### src/pkg/hrpwm_pkg.sv
// Purpose: shared constants for the three-generator pwm block
// Assumes: 16-bit register port, word index addressing
// Notes: offsets are register indices
package hrpwm_pkg;
  localparam int unsigned HRPWM_NGEN = 3;
  localparam int unsigned HRPWM_W = 16;
  // register map, per generator block of 8 at base gen*8
  localparam logic [7:0] HRPWM_OFS_CTRL = 8'h00;
  localparam logic [7:0] HRPWM_OFS_PER = 8'h01;
  localparam logic [7:0] HRPWM_OFS_DUTY = 8'h02;
  localparam logic [7:0] HRPWM_OFS_PHASE = 8'h03;
  localparam logic [7:0] HRPWM_OFS_DEAD = 8'h04;
  localparam logic [7:0] HRPWM_OFS_TRIG1 = 8'h05;
  localparam logic [7:0] HRPWM_OFS_TRIG2 = 8'h06;
  localparam logic [7:0] HRPWM_GEN_STRIDE = 8'h08;
  localparam logic [7:0] HRPWM_OFS_GLOBAL = 8'h18;
  localparam logic [7:0] HRPWM_OFS_MPER0 = 8'h19;
  localparam logic [7:0] HRPWM_OFS_MPER1 = 8'h1A;
  localparam logic [7:0] HRPWM_OFS_ISTAT = 8'h1B;
  localparam logic [7:0] HRPWM_OFS_IMASK = 8'h1C;
  // control register fields
  localparam int unsigned HRPWM_B_IUE = 0;
  localparam int unsigned HRPWM_B_EXT_PERIOD_RST_SEL = 1;
  localparam int unsigned HRPWM_B_CAM = 2;
  localparam int unsigned HRPWM_B_MASTER_BASE_PICK = 3;
  localparam int unsigned HRPWM_B_DTC = 6;
  localparam int unsigned HRPWM_B_ITB = 9;
  localparam int unsigned HRPWM_B_SWAP = 10;
  localparam int unsigned HRPWM_B_PP = 11;
  localparam int unsigned HRPWM_B_CHOP = 12;
  localparam int unsigned HRPWM_B_CURRENT_LIMIT_MODE_SEL = 13;
  localparam int unsigned HRPWM_B_IND = 14;
  localparam logic [15:0] HRPWM_CTRL_RST = 16'h0000;
  localparam logic [15:0] HRPWM_CTRL_MASK = 16'h7ECF;
  // global register fields
  localparam int unsigned HRPWM_B_ON = 15;
  localparam int unsigned HRPWM_B_CHOPDIV = 0;
  localparam logic [15:0] HRPWM_PER_RST = 16'h0064;
  // dead-time codes
  localparam logic [1:0] HRPWM_DT_POS = 2'h0;
  localparam logic [1:0] HRPWM_DT_NEG = 2'h1;
  localparam logic [1:0] HRPWM_DT_OFF = 2'h2;
  // resolution: one fine tick per count, 3 lsbs dropped when centre aligned
  localparam int unsigned HRPWM_FINE_PS = 1040;
  localparam int unsigned HRPWM_COARSE_PS = 8320;
  localparam int unsigned HRPWM_CA_DROP = HRPWM_COARSE_PS / HRPWM_FINE_PS;
  localparam logic [15:0] HRPWM_CA_MASK = 16'hFFF8;
endpackage

### src/design/hrpwm_gen.sv
// Purpose: one pwm generator with its own time base and output pair
// Assumes: count enable is the global run bit; the chosen master base supplies only period and sync
// Notes: outputs registered; shadow registers load at period end, or every cycle while immediate update is set or the run bit is clear
`timescale 1ns/1ns
module hrpwm_gen #(
  parameter int unsigned W = 16
) (
  // clock and reset
  input wire logic mclk_in,
  input wire logic rst_b_in,
  // configuration
  input wire logic [15:0] ctrl_in,
  input wire logic [W-1:0] per_in,
  input wire logic [W-1:0] duty_in,
  input wire logic [W-1:0] phase_in,
  input wire logic [W-1:0] dead_in,
  input wire logic [W-1:0] trig1_in,
  input wire logic [W-1:0] trig2_in,
  input wire logic [W-1:0] mper_in,
  input wire logic tick_in,
  input wire logic sync_in,
  input wire logic run_in,
  input wire logic chop_in,
  input wire logic climit_in,
  input wire logic fault_in,
  // results
  output logic high_side_out,
  output logic low_side_out,
  output logic trig1_out,
  output logic trig2_out,
  output logic pend_out,
  output logic [W-1:0] cnt_out
);
  typedef struct packed {
    logic [W-1:0] cnt;
    logic dir;
    logic pp_sel;
    logic [W-1:0] a_per;
    logic [W-1:0] a_duty;
    logic [W-1:0] a_phase;
    logic [W-1:0] a_dead;
    logic hi;
    logic lo;
    logic t1;
    logic t2;
    logic pend;
  } hrpwm_gen_st_t;
  hrpwm_gen_st_t st_r;
  hrpwm_gen_st_t st_nxt;

  function automatic logic [W-1:0] ca_trim(input logic [W-1:0] v, input logic ca);
    ca_trim = ca ? (v & W'(hrpwm_pkg::HRPWM_CA_MASK)) : v;
  endfunction

  logic independent_base_sel;
  logic ca;
  logic [1:0] dead_time_ctl;
  logic [W-1:0] per;
  logic wrap;
  logic xrst;
  logic raw;
  logic a_on;
  logic b_on;
  logic [W-1:0] d;
  logic [W-1:0] t;
  // next-state logic
  always_comb
  begin
    st_nxt = st_r;
    independent_base_sel = ctrl_in[hrpwm_pkg::HRPWM_B_ITB];
    ca = independent_base_sel & ctrl_in[hrpwm_pkg::HRPWM_B_CAM];
    dead_time_ctl = ctrl_in[hrpwm_pkg::HRPWM_B_DTC +: 2];
    per = independent_base_sel ? st_r.a_per : mper_in;
    xrst = independent_base_sel & ctrl_in[hrpwm_pkg::HRPWM_B_EXT_PERIOD_RST_SEL] & ~ctrl_in[hrpwm_pkg::HRPWM_B_CURRENT_LIMIT_MODE_SEL] & climit_in;
    wrap = ca ? (st_r.dir & st_r.cnt == '0) : (st_r.cnt >= per);
    d = ca_trim(st_r.a_duty, ca);
    t = ca_trim(st_r.a_dead, ca);
    st_nxt.t1 = 1'b0;
    st_nxt.t2 = 1'b0;
    st_nxt.pend = 1'b0;
    // immediate or period-synchronous update
    if (ctrl_in[hrpwm_pkg::HRPWM_B_IUE] | (tick_in & wrap) | ~run_in)
    begin
      st_nxt.a_per = per_in;
      st_nxt.a_duty = duty_in;
      st_nxt.a_phase = phase_in;
      st_nxt.a_dead = dead_in;
    end
    if (~run_in | xrst)
    begin
      st_nxt.cnt = '0;
      st_nxt.dir = 1'b0;
    end
    // master sync is registered a cycle late, so step one past the phase to stay level with it
    else if (~independent_base_sel & sync_in)
      st_nxt.cnt = ca_trim(st_r.a_phase, ca) + W'(1);
    else if (tick_in)
    begin
      if (wrap)
      begin
        st_nxt.cnt = independent_base_sel ? ca_trim(st_r.a_phase, ca) : '0;
        st_nxt.dir = 1'b0;
        st_nxt.pp_sel = ~st_r.pp_sel;
        st_nxt.pend = 1'b1;
      end
      else if (ca & (st_r.dir | st_r.cnt >= per))
      begin
        st_nxt.dir = 1'b1;
        st_nxt.cnt = st_r.cnt - W'(1);
      end
      else
        st_nxt.cnt = st_r.cnt + W'(1);
      st_nxt.t1 = st_r.cnt == trig1_in;
      st_nxt.t2 = st_r.cnt == trig2_in;
    end
    raw = ca ? (st_r.cnt < (d >> 1)) : (st_r.cnt < d);
    // dead time: high waits t after raw rises, low waits t after raw falls
    a_on = raw & (st_r.cnt >= t);
    b_on = ~raw & ((st_r.cnt >= d + t) | ~(dead_time_ctl == hrpwm_pkg::HRPWM_DT_POS));
    if (dead_time_ctl == hrpwm_pkg::HRPWM_DT_OFF | dead_time_ctl == 2'h3)
    begin
      a_on = raw;
      b_on = ~raw;
    end
    else if (dead_time_ctl == hrpwm_pkg::HRPWM_DT_NEG & ~ctrl_in[hrpwm_pkg::HRPWM_B_IND])
    begin
      a_on = raw | (st_r.cnt < d + t); // overlap only in complementary mode
      b_on = ~raw;
    end
    if (ctrl_in[hrpwm_pkg::HRPWM_B_PP])
    begin
      a_on = raw & ~st_r.pp_sel;
      b_on = raw & st_r.pp_sel;
    end
    else if (ctrl_in[hrpwm_pkg::HRPWM_B_IND])
      b_on = raw;
    if (ctrl_in[hrpwm_pkg::HRPWM_B_CHOP])
    begin
      a_on = a_on & chop_in;
      b_on = b_on & chop_in;
    end
    // fault forces both off; swap after all shaping
    st_nxt.hi = run_in & ~fault_in & (ctrl_in[hrpwm_pkg::HRPWM_B_SWAP] ? b_on : a_on);
    st_nxt.lo = run_in & ~fault_in & (ctrl_in[hrpwm_pkg::HRPWM_B_SWAP] ? a_on : b_on);
  end

  // state register
  always_ff @(posedge mclk_in or negedge rst_b_in)
  begin
    if (!rst_b_in)
      st_r <= '0;
    else
      st_r <= st_nxt;
  end

  assign high_side_out = st_r.hi;
  assign low_side_out = st_r.lo;
  assign trig1_out = st_r.t1;
  assign trig2_out = st_r.t2;
  assign pend_out = st_r.pend;
  assign cnt_out = st_r.cnt;

  AST_FAULT_OFF: assert property (@(posedge mclk_in) disable iff (!rst_b_in)
    fault_in |=> !high_side_out && !low_side_out) else $error("fault did not clear outputs");
  AST_NO_OVERLAP: assert property (@(posedge mclk_in) disable iff (!rst_b_in)
    (ctrl_in[hrpwm_pkg::HRPWM_B_DTC +: 2] == 2'h0 && ctrl_in[hrpwm_pkg::HRPWM_B_IND +: 1] == 1'b0
     && $stable(ctrl_in)) |=> !(high_side_out && low_side_out)) else $error("outputs overlap");
  AST_IUE_LOAD: assert property (@(posedge mclk_in) disable iff (!rst_b_in)
    ctrl_in[hrpwm_pkg::HRPWM_B_IUE] |=> st_r.a_duty == $past(duty_in)) else $error("immediate update missed");
  AST_CA_DUTY: assert property (@(posedge mclk_in) disable iff (!rst_b_in)
    ca |-> d[2:0] == 3'h0) else $error("centre duty lsbs not dropped");
  AST_PP_ALT: assert property (@(posedge mclk_in) disable iff (!rst_b_in)
    (tick_in && wrap && run_in && !xrst && (independent_base_sel || !sync_in)) |=> st_r.pp_sel != $past(st_r.pp_sel))
    else $error("push-pull did not alternate");
endmodule

### src/design/hrpwm_top.sv
// Purpose: three pwm generators, two master bases, register port, interrupt
// Assumes: one 25 MHz clock; one count per enabled clock; pins are async
// Notes: register index addressing, read data one cycle after read strobe
`timescale 1ns/1ns
module hrpwm_top #(
  parameter int unsigned NGEN = hrpwm_pkg::HRPWM_NGEN,
  parameter int unsigned W = hrpwm_pkg::HRPWM_W
) (
  // clock and reset
  input wire logic mclk_in,
  input wire logic rst_b_in,
  // register port
  input wire logic [7:0] reg_addr_in,
  input wire logic [15:0] reg_wdata_in,
  input wire logic reg_wr_in,
  input wire logic reg_rd_in,
  output logic [15:0] reg_rdata_out,
  // protection pins, one per generator
  input wire logic [NGEN-1:0] fault_pin_in,
  input wire logic [NGEN-1:0] climit_pin_in,
  // outputs
  output logic [NGEN-1:0] high_side_out,
  output logic [NGEN-1:0] low_side_out,
  output logic [NGEN-1:0] adc_trig1_out,
  output logic [NGEN-1:0] adc_trig2_out,
  output logic irq_out
);
  typedef struct packed {
    logic [NGEN-1:0][15:0] ctrl;
    logic [NGEN-1:0][W-1:0] per;
    logic [NGEN-1:0][W-1:0] duty;
    logic [NGEN-1:0][W-1:0] phase;
    logic [NGEN-1:0][W-1:0] dead;
    logic [NGEN-1:0][W-1:0] trig1;
    logic [NGEN-1:0][W-1:0] trig2;
    logic [15:0] glob;
    logic [1:0][W-1:0] mper;
    logic [1:0][W-1:0] mcnt;
    logic [1:0] msync;
    logic [7:0] chop_cnt;
    logic chop;
    logic [NGEN-1:0] istat;
    logic [NGEN-1:0] imask;
    logic [15:0] rdata;
    logic irq;
    logic [NGEN-1:0] hi;
    logic [NGEN-1:0] lo;
    logic [NGEN-1:0] t1;
    logic [NGEN-1:0] t2;
  } hrpwm_st_t;
  hrpwm_st_t st_r;
  hrpwm_st_t st_nxt;

  // pin synchronisers; first stage read only by the second
  logic [NGEN-1:0] flt_s1_r;
  logic [NGEN-1:0] flt_s2_r;
  logic [NGEN-1:0] cl_s1_r;
  logic [NGEN-1:0] cl_s2_r;
  always_ff @(posedge mclk_in or negedge rst_b_in)
  begin
    if (!rst_b_in)
    begin
      flt_s1_r <= '0;
      flt_s2_r <= '0;
      cl_s1_r <= '0;
      cl_s2_r <= '0;
    end
    else
    begin
      flt_s1_r <= fault_pin_in;
      flt_s2_r <= flt_s1_r;
      cl_s1_r <= climit_pin_in;
      cl_s2_r <= cl_s1_r;
    end
  end

  // generator results
  logic [NGEN-1:0] g_hi;
  logic [NGEN-1:0] g_lo;
  logic [NGEN-1:0] g_t1;
  logic [NGEN-1:0] g_t2;
  logic [NGEN-1:0] g_pend;
  logic run;
  assign run = st_r.glob[hrpwm_pkg::HRPWM_B_ON];

  // generator instances, each with its own pins
  for (genvar g = 0; g < NGEN; g++)
  begin : gen_g
    logic sel;
    assign sel = st_r.ctrl[g][hrpwm_pkg::HRPWM_B_MASTER_BASE_PICK];
    hrpwm_gen #(.W(W)) u_gen (
      .mclk_in(mclk_in),
      .rst_b_in(rst_b_in),
      .ctrl_in(st_r.ctrl[g]),
      .per_in(st_r.per[g]),
      .duty_in(st_r.duty[g]),
      .phase_in(st_r.phase[g]),
      .dead_in(st_r.dead[g]),
      .trig1_in(st_r.trig1[g]),
      .trig2_in(st_r.trig2[g]),
      .mper_in(st_r.mper[sel]),
      .tick_in(run),
      .sync_in(st_r.msync[sel]),
      .run_in(run),
      .chop_in(st_r.chop),
      .climit_in(cl_s2_r[g]),
      .fault_in(flt_s2_r[g]),
      .high_side_out(g_hi[g]),
      .low_side_out(g_lo[g]),
      .trig1_out(g_t1[g]),
      .trig2_out(g_t2[g]),
      .pend_out(g_pend[g]),
      .cnt_out()
    );
  end

  function automatic logic [7:0] gen_base(input int unsigned g);
    gen_base = 8'(g) * hrpwm_pkg::HRPWM_GEN_STRIDE;
  endfunction

  // registers, master bases, chop divider, interrupt
  always_comb
  begin
    st_nxt = st_r;
    st_nxt.hi = g_hi;
    st_nxt.lo = g_lo;
    st_nxt.t1 = g_t1;
    st_nxt.t2 = g_t2;
    st_nxt.rdata = 16'h0000;
    // two shared master time bases, sync pulse at wrap
    for (int m = 0; m < 2; m++)
    begin
      st_nxt.msync[m] = 1'b0;
      if (!run)
        st_nxt.mcnt[m] = '0;
      else if (st_r.mcnt[m] >= st_r.mper[m])
      begin
        st_nxt.mcnt[m] = '0;
        st_nxt.msync[m] = 1'b1;
      end
      else
        st_nxt.mcnt[m] = st_r.mcnt[m] + W'(1);
    end
    // chop clock, half period set by low byte of the global register
    if (st_r.chop_cnt >= st_r.glob[7:0])
    begin
      st_nxt.chop_cnt = 8'h00;
      st_nxt.chop = ~st_r.chop;
    end
    else
      st_nxt.chop_cnt = st_r.chop_cnt + 8'h01;
    // register writes
    if (reg_wr_in)
    begin
      for (int g = 0; g < NGEN; g++)
      begin
        if (reg_addr_in == gen_base(g) + hrpwm_pkg::HRPWM_OFS_CTRL)
          st_nxt.ctrl[g] = reg_wdata_in & hrpwm_pkg::HRPWM_CTRL_MASK;
        if (reg_addr_in == gen_base(g) + hrpwm_pkg::HRPWM_OFS_PER)
          st_nxt.per[g] = reg_wdata_in[W-1:0];
        if (reg_addr_in == gen_base(g) + hrpwm_pkg::HRPWM_OFS_DUTY)
          st_nxt.duty[g] = reg_wdata_in[W-1:0];
        if (reg_addr_in == gen_base(g) + hrpwm_pkg::HRPWM_OFS_PHASE)
          st_nxt.phase[g] = reg_wdata_in[W-1:0];
        if (reg_addr_in == gen_base(g) + hrpwm_pkg::HRPWM_OFS_DEAD)
          st_nxt.dead[g] = reg_wdata_in[W-1:0];
        if (reg_addr_in == gen_base(g) + hrpwm_pkg::HRPWM_OFS_TRIG1)
          st_nxt.trig1[g] = reg_wdata_in[W-1:0];
        if (reg_addr_in == gen_base(g) + hrpwm_pkg::HRPWM_OFS_TRIG2)
          st_nxt.trig2[g] = reg_wdata_in[W-1:0];
      end
      if (reg_addr_in == hrpwm_pkg::HRPWM_OFS_GLOBAL)
        st_nxt.glob = reg_wdata_in;
      if (reg_addr_in == hrpwm_pkg::HRPWM_OFS_MPER0)
        st_nxt.mper[0] = reg_wdata_in[W-1:0];
      if (reg_addr_in == hrpwm_pkg::HRPWM_OFS_MPER1)
        st_nxt.mper[1] = reg_wdata_in[W-1:0];
      if (reg_addr_in == hrpwm_pkg::HRPWM_OFS_IMASK)
        st_nxt.imask = reg_wdata_in[NGEN-1:0];
      if (reg_addr_in == hrpwm_pkg::HRPWM_OFS_ISTAT)
        st_nxt.istat = st_r.istat & ~reg_wdata_in[NGEN-1:0];
    end
    // new period events win over a same-cycle clear
    st_nxt.istat = st_nxt.istat | g_pend;
    // register reads, unmapped reads return zero
    if (reg_rd_in)
    begin
      for (int g = 0; g < NGEN; g++)
      begin
        if (reg_addr_in == gen_base(g) + hrpwm_pkg::HRPWM_OFS_CTRL)
          st_nxt.rdata = st_r.ctrl[g] | {st_r.istat[g], 15'h0000};
        if (reg_addr_in == gen_base(g) + hrpwm_pkg::HRPWM_OFS_PER)
          st_nxt.rdata = 16'(st_r.per[g]);
        if (reg_addr_in == gen_base(g) + hrpwm_pkg::HRPWM_OFS_DUTY)
          st_nxt.rdata = 16'(st_r.duty[g]);
        if (reg_addr_in == gen_base(g) + hrpwm_pkg::HRPWM_OFS_PHASE)
          st_nxt.rdata = 16'(st_r.phase[g]);
        if (reg_addr_in == gen_base(g) + hrpwm_pkg::HRPWM_OFS_DEAD)
          st_nxt.rdata = 16'(st_r.dead[g]);
        if (reg_addr_in == gen_base(g) + hrpwm_pkg::HRPWM_OFS_TRIG1)
          st_nxt.rdata = 16'(st_r.trig1[g]);
        if (reg_addr_in == gen_base(g) + hrpwm_pkg::HRPWM_OFS_TRIG2)
          st_nxt.rdata = 16'(st_r.trig2[g]);
      end
      if (reg_addr_in == hrpwm_pkg::HRPWM_OFS_GLOBAL)
        st_nxt.rdata = st_r.glob;
      if (reg_addr_in == hrpwm_pkg::HRPWM_OFS_MPER0)
        st_nxt.rdata = 16'(st_r.mper[0]);
      if (reg_addr_in == hrpwm_pkg::HRPWM_OFS_MPER1)
        st_nxt.rdata = 16'(st_r.mper[1]);
      if (reg_addr_in == hrpwm_pkg::HRPWM_OFS_ISTAT)
        st_nxt.rdata = 16'(st_r.istat);
      if (reg_addr_in == hrpwm_pkg::HRPWM_OFS_IMASK)
        st_nxt.rdata = 16'(st_r.imask);
    end
    st_nxt.irq = |(st_nxt.istat & st_nxt.imask);
  end

  // state register
  always_ff @(posedge mclk_in or negedge rst_b_in)
  begin
    if (!rst_b_in)
    begin
      st_r <= '0;
      st_r.per <= {NGEN{W'(hrpwm_pkg::HRPWM_PER_RST)}};
      st_r.mper <= {2{W'(hrpwm_pkg::HRPWM_PER_RST)}};
    end
    else
      st_r <= st_nxt;
  end

  assign reg_rdata_out = st_r.rdata;
  assign high_side_out = st_r.hi;
  assign low_side_out = st_r.lo;
  assign adc_trig1_out = st_r.t1;
  assign adc_trig2_out = st_r.t2;
  assign irq_out = st_r.irq;

  AST_IRQ_LEVEL: assert property (@(posedge mclk_in) disable iff (!rst_b_in)
    irq_out == |(st_r.istat & st_r.imask)) else $error("irq not tied to status");
  AST_MSYNC_PER: assert property (@(posedge mclk_in) disable iff (!rst_b_in)
    (run && st_r.mcnt[0] == st_r.mper[0]) |=> st_r.msync[0] && st_r.mcnt[0] == '0)
    else $error("master base wrap wrong");
  AST_STAT_SET_WINS: assert property (@(posedge mclk_in) disable iff (!rst_b_in)
    g_pend[0] |=> st_r.istat[0]) else $error("status event lost");
endmodule

### config.mk
export PLATFORM = sky130hd
export DESIGN_NAME = hrpwm_top
export DESIGN_NICKNAME = d
export VERILOG_FILES = /design/src/pkg/hrpwm_pkg.sv /design/src/design/hrpwm_gen.sv /design/src/design/hrpwm_top.sv
export SDC_FILE = /design/constraint.sdc
export NUM_CORES = 2
export LEC_CHECK = 0
export BUFFER_PORTS_ARGS = -buffer_cell sky130_fd_sc_hd__buf_2
export CORE_ASPECT_RATIO = 1.4
export CORE_MARGIN = 5
export CORE_UTILIZATION = 55
export DETAILED_ROUTE_END_ITERATION = 8
export PLACE_DENSITY_LB_ADDON = 0.2
export SYNTH_ARGS = -nofsm -noshare
export SYNTH_HDL_FRONTEND = slang
export SYNTH_SLANG_ARGS = --single-unit
### constraint.sdc
create_clock -name mclk_in -period 13.1 [get_ports mclk_in]
set_input_delay 2.62 -clock mclk_in [delete_from_list [all_inputs] [get_ports mclk_in]]
set_output_delay 2.62 -clock mclk_in [all_outputs]
set_load 0.01 [all_outputs]
# [Yosys cells after proc, flatten, opt, wreduce, memory -nomap -nowiden]
# Index checks and enable logic that the tools add are counted.
[word_totals] ff_bits=723 output_inout_bits=29
[op_classes] add_sub_neg=15 n_lt_le_gt_ge=24 eq_ne=43 muxes=141 bitwise=111 n_reduce_logical=47
[ops] op="2-to-1 mux 16 bit" n=49
[ops] op=">= comparator 16 bit" n=11
[ops] op="adder 16 x 1 -> 16 bit, second input constant" n=8
[ops] op="2-to-1 mux 17 bit" n=6
[ops] op="equality test 16 bit" n=6
[ops] op="equality test 8 x 5 -> 1 bit, second input constant" n=12
[ops] op="less-than comparator 16 bit" n=6
[ops] op="2-to-1 mux 3 bit" n=20
[ops] op="2-to-1 mux 1 bit" n=58
[ops] op="equality test 8 x 4 -> 1 bit, second input constant" n=7
[ops] op="AND 1 bit" n=54
[ops] op="2-to-1 mux 18 bit" n=3
[ops] op="adder 16 bit" n=3
[ops] op="logical NOT 16 bit" n=3
[ops] op="less-than comparator 16 x 15 -> 1 bit" n=3
[ops] op="bitwise OR 15 x 16 -> 16 bit" n=3
[ops] op="AND reduction 2 bit" n=24
[ops] op="subtractor 16 x 1 -> 16 bit, second input constant" n=3
[ops] op="NOT 1 bit" n=29
[ops] op="equality test 8 x 3 -> 1 bit, second input constant" n=3
[ops] op="bitwise OR 1 bit" n=21
[ops] op="nonzero test 3 bit" n=6
[ops] op="equality test 8 x 2 -> 1 bit, second input constant" n=2
[ops] op="equality test 2 bit, second input constant" n=6
[ops] op="18 further kinds" n=35

# [Logic depth before layout (Yosys ltp)]
[logic_depth] ltp_word=28 mapped_depth=24 depth_no_buf=22

# [By module]
# From an unflattened synthesis, not the netlist that was laid out.
[hier_totals] cells_unflattened=4623 hier_area_um2=47038.9
[modules_own_cells] module="hrpwm_top" instances=1 cells_per_inst=2127 area_each_um2=23468.8 seq_area_each_um2=11579.9
[modules_own_cells] module="hrpwm_gen at gen_g[1].u_gen ..." instances=2 cells_per_inst=841 area_each_um2=7781.2 seq_area_each_um2=2177.1
[modules_own_cells] module="hrpwm_gen at gen_g[0].u_gen" instances=1 cells_per_inst=814 area_each_um2=8007.7 seq_area_each_um2=2177.1

# [Least setup slack after synthesis]
# OpenSTA, ideal clock, no wires.
[synth_path] kind="reg-to-reg" startpoint="register st_r (netlist bit gen_g[0].sel)" endpoint="register gen_g[0].u_gen.st_r (netlist bit gen_g[0].u_gen.cnt_out[14])" setup_time_ps=79 arrival_time_ps=5749 required_time_ps=13021 path_slack_ps=7272 stages_incl_launch_ff=22 path_buffers=2 path_cell_list="dfrtp_1 > clkbuf_1 > buf_1 > mux2i_1 > nor2_1 > a21oi_1 > ha_1 > and4_1 > nand4_1 > nor3_1 > a2111oi_0 > nor3_1 > ha_1 > a21o_1 > a311o_1 > a31o_2 > a2111oi_0 > or3_1 > o21ai_0 > xor2_1 > nand2_1 > a21oi_1"
[synth_via] elab_chain_cells=11
[synth_lines] item="start: declaration" line_no="hrpwm_top.sv:51" source="hrpwm_st_t st_r;"
[synth_lines] item="start signal: assignment" line_no="hrpwm_top.sv:229" source="st_r <= st_nxt;"
[synth_lines] item="2-to-1 mux 16 bit (not written as such) (2 in series)" line_no="hrpwm_top.sv:101" source=".mper_in(st_r.mper[sel]),"
[synth_lines] item="2-to-1 mux 16 bit" line_no="hrpwm_gen.sv:73" source="per = independent_base_sel ? st_r.a_per : mper_in;"
[synth_lines] item=">= comparator 16 bit" line_no="hrpwm_gen.sv:75, hrpwm_gen.sv:106"
[synth_lines] item="bitwise OR 1 bit" line_no="hrpwm_gen.sv:106" source="else if (ca & (st_r.dir | st_r.cnt >= per))"
[synth_lines] item="AND 1 bit" line_no="hrpwm_gen.sv:106"
[synth_lines] item="2-to-1 mux 16 bit" line_no="hrpwm_gen.sv:106"
[synth_lines] item="2-to-1 mux 17 bit" line_no="hrpwm_gen.sv:99" source="if (wrap)"
[synth_lines] item="2-to-1 mux 18 bit" line_no="hrpwm_gen.sv:97" source="else if (tick_in)"
[synth_lines] item="2-to-1 mux 16 bit" line_no="hrpwm_gen.sv:95" source="else if (~independent_base_sel & sync_in)"
[synth_lines] item="2-to-1 mux 17 bit" line_no="hrpwm_gen.sv:89" source="if (~run_in | xrst)"
[synth_lines] item="end signal: assignment" line_no="hrpwm_gen.sv:153" source="st_r <= st_nxt;"
[synth_lines] item="end: declaration" line_no="hrpwm_gen.sv:48" source="hrpwm_gen_st_t st_r;"
# Parallel ways exist; a longest one is shown, timed or not. The select of a mux whose other input is x is not followed.
# A chain may end at the register's enable or synchronous reset.

# [Final worst setup path]
[layout_path] startpoint="register st_r (netlist bit gen_g[2].sel)" endpoint="register gen_g[2].u_gen.st_r (netlist bit gen_g[2].u_gen.cnt_out[15])"
[layout_via] elab_chain_cells=11
[layout_lines] item="2-to-1 mux 16 bit (not written as such) (2 in series)" line_no="hrpwm_top.sv:101"
[layout_lines] item="2-to-1 mux 16 bit" line_no="hrpwm_gen.sv:73"
[layout_lines] item=">= comparator 16 bit" line_no="hrpwm_gen.sv:75, hrpwm_gen.sv:106"
[layout_lines] item="bitwise OR 1 bit" line_no="hrpwm_gen.sv:106"
[layout_lines] item="AND 1 bit" line_no="hrpwm_gen.sv:106"
[layout_lines] item="2-to-1 mux 16 bit" line_no="hrpwm_gen.sv:106"
[layout_lines] item="2-to-1 mux 17 bit" line_no="hrpwm_gen.sv:99"
[layout_lines] item="2-to-1 mux 18 bit" line_no="hrpwm_gen.sv:97"
[layout_lines] item="2-to-1 mux 16 bit" line_no="hrpwm_gen.sv:95"
[layout_lines] item="2-to-1 mux 17 bit" line_no="hrpwm_gen.sv:89"
[layout_lines] item="end signal: assignment" line_no="hrpwm_gen.sv:153"
[layout_lines] item="end: declaration" line_no="hrpwm_gen.sv:48"
# Parallel ways exist; a longest one is shown, timed or not. The select of a mux whose other input is x is not followed.

==> reports/results.ini <==
[clock_network]
post_cts_resized=0
cts_setup_buffers=0
cts-root-buf=clkbuf_16
clkTransAtPathRegs_ps=60
ctsHoldBuffers=0
cts_buffer_depth=3
h-tree-depth=3
cts_tree=done
clock_latency_ps=650
cts_buffers=74
clock-sinks=723

[synthesis]
syn-cell-area_sq_mm=0.0446
synth_edf_count=0
synth_ff_type=dfrtp_1
ys_seq_area_share_pct=40.6
avgSynthCellArea_sq_um=10.4
syn_inst=4291
ys_warn_count=0
yosys.cell_types.count=90
synth_area_leaders=dfrtp_1 40%, mux2_2 13%, ha_1 10%
yosysTopAreaCell=dfrtp_1
synth_fp_nets=4692
synth_seq_cells=723
synth-async-reset-ratio_pct=100
synth_top_area_share_pct=39.7

[layout]
final_area_sq_mm=0.0481
stdcell_count=5382
final_core_util_pct=59.8
final_nets=4666
area_growth_pct=7.91
drive_gt1_share_pct=19.4
fillers=6797

[placement]
dpl.hpwl_um=113000
gp_congestion=1.05
portBuffers=62
dp.cells=5251
post_dp_cell_area_sq_mm=0.0457

[worst_setup_path]
critPathRequiredTime_ps=13600
startpoint_type=flip-flop
crit_type=reg2reg
end_kind=flip-flop
critPathTopFamily=compound AO/OA/AOI/OAI gates
cp.arrival_ps=6610
cp_num_buf_inv=0
max_stage_delay_ps=1030
worstPathCellList=mux2i_1, nor2_1, a21oi_1, ha_1, a2111oi_0, nand2_1, o21a_1, o31a_1, ha_1, o21ai_0, o21ai_0, a41o_1, a2111oi_2, o21ai_1, o41ai_2, xnor2_1, a222oi_1, nor2_1
crit_path_max_fanout=19
cpMaxStageDelayCell=dfrtp_1

[global_route]
grt_pass1_wl_um=234000
antenna_found_initial=4
first_global_vias=35000
gr-usage-all-layers_pct=35.8
grt_overflow_total=0
grt_max_degree=168

[sta]
skew_ps=27.6
timing.hold.ws_ps=346
fmax_ghz=0.164
fin_crit_sh_pct=46.6
fin_tns_setup_ps=0
drv_slew=0
worst_pin_slew_ps=1170
finalHoldViolCount=0
rsz0062_at_grt=no
maxSlewHeadroom_pct=22.3
finalSetupViolCount=0
min_period_ps=6110

[drt]
drtAntennaViolNets=0
post_drt_wl_per_cell_um=29.6
num_vias=35700
wl_um=160000
drt_first_pass_iters=8
drcViolationCount=0
viasPerCell=6.64
first_iter_violations=3472

[floorplanning]
dieArea_sq_mm=0.0870
fp.dieH_um=347
rows=123
fp.coreArea_sq_mm=0.0805
io_pins=63
die_w_um=251
initial_core_util_pct=55.4

[power]
ir_drop_uv=101
leakage_nw=23.3
power_density_mw_per_mm2=112

[run]
cap_violations=0

[status]
status=finished, final reports clean

[hold_path]
hold_class=reg2reg

## worst reg2reg max path, stage by stage, from the launching register on
cell	delay, ps
dfrtp_1	1030
mux2i_1	300
nor2_1	60
a21oi_1	440
ha_1	360
a2111oi_0	420
nand2_1	90
o21a_1	210
o31a_1	550
ha_1	470
o21ai_0	230
o21ai_0	130
a41o_1	300
a2111oi_2	450
o21ai_1	170
o41ai_2	260
xnor2_1	120
a222oi_1	300
nor2_1	70
## Yosys cell counts, types with 28 or more instances
master      n
nand3_1   101
mux2_2    530
mux2i_1    87
inv_1     168
clkbuf_1  118
nand2_1   242
xnor2_1    79
a31oi_1    49
a22oi_1    42
ha_1      364
o21a_1     28
nand4_1    45
nor2_1    326
mux2_1     38
buf_4      41
nor4_1     43
nand2b_1   30
nor3_1     62
a21oi_1   256
buf_2      38
and3_1     34
dfrtp_1   708
o22ai_1    40
a21o_1     69
xor2_1    160
o21ai_0   176
## per-layer routing
| metal | track usage (%) | part of all wire (%) |
|---|---|---|
| met2 | 56.7 | 46 |
| met1 | 44.4 | 38 |
| met4 | 24.8 | 8.9 |
| met3 | 6.58 | 7.5 |
| met5 | 0 | 0.0056 |
## through the flow
step / total power [mW] / setup slack (ps)
6_report: 5.38 / 6990
2_1_floorplan: 2.90 / 7270
3_5_place_dp: 3.20 / 6620
4_1_cts: 5.37 / 7070
5_1_grt: 5.55 / 6510
3_3_place_gp: 3.19 / 6600
## sequential cells by signal, indices dropped and copies added (netlist names), 16 cells and up
signal / flops
reg_rdata_out: 16
gen_g.u_gen.cnt_out: 48
gen_g.u_gen.st_r: 198
st_r: 417
## area by class of cell
type | count | area, sq um | share of cell area [%]
Clock buffer | 98 | 2080 | 4.33
Multi-Input combinational cell | 3176 | 24800 | 51.6
Antenna cell | 1 | 2.50 | 0.00520
Sequential cell | 723 | 18100 | 37.6
Inverter | 169 | 634 | 1.32
Clock inverter | 32 | 363 | 0.754
Tap cell | 1062 | 1330 | 2.76
Timing Repair Buffer | 121 | 781 | 1.62
## layout by cell type (no fill, tap or decap), types with 101 or more instances in the layout
cell,synthesis,layout
nor2_1,326,324
xor2_1,160,160
dfrtp_1,708,708
ha_1,364,364
mux2_2,530,530
a21oi_1,256,255
inv_1,168,168
o21ai_0,176,176
nand2_1,242,242
nand3_1,101,101
## power by group
| group | total, mW | switching [mW] | internal, mW |
|---|---|---|---|
| Combinational | 0.679 | 0.419 | 0.261 |
| Clock | 2.20 | 0.936 | 1.26 |
| Sequential | 2.51 | 0.165 | 2.34 |
## path summary, 6_finish.rpt
check	from	to	slack, ps	depth (start not counted)
max reg2reg	gen_g[2].sel	gen_g[2].u_gen.cnt_out[15]	6990	18
min	gen_g[2].u_gen.high_side_out	high_side_out[2]	350	0
min in group asynchronous	rst_b_in	gen_g[2].u_gen.trig1_out	1980	1
min reg2reg	gen_g[2].u_gen.high_side_out	high_side_out[2]	350	0
max in group asynchronous	rst_b_in	gen_g[1].u_gen.st_r[54]	8760	3
max	gen_g[2].sel	gen_g[2].u_gen.cnt_out[15]	6990	18
## logic make-up (layout without fill, tap and decap cells)
| logic type | count (synthesis) | after routing | synth area share [%] |
|---|---|---|---|
| other cells | 0 | 1 | 0 |
| simple gates | 1010 | 1010 | 10.8 |
| xor+xnor | 239 | 239 | 4.69 |
| mux | 664 | 664 | 16.7 |
| compound gates | 893 | 893 | 12.9 |
| fa+ha+maj | 370 | 370 | 10.4 |
| flops | 723 | 723 | 40.6 |
| buf+inv | 392 | 420 | 3.80 |
Power figures use the tool's default switching activity.
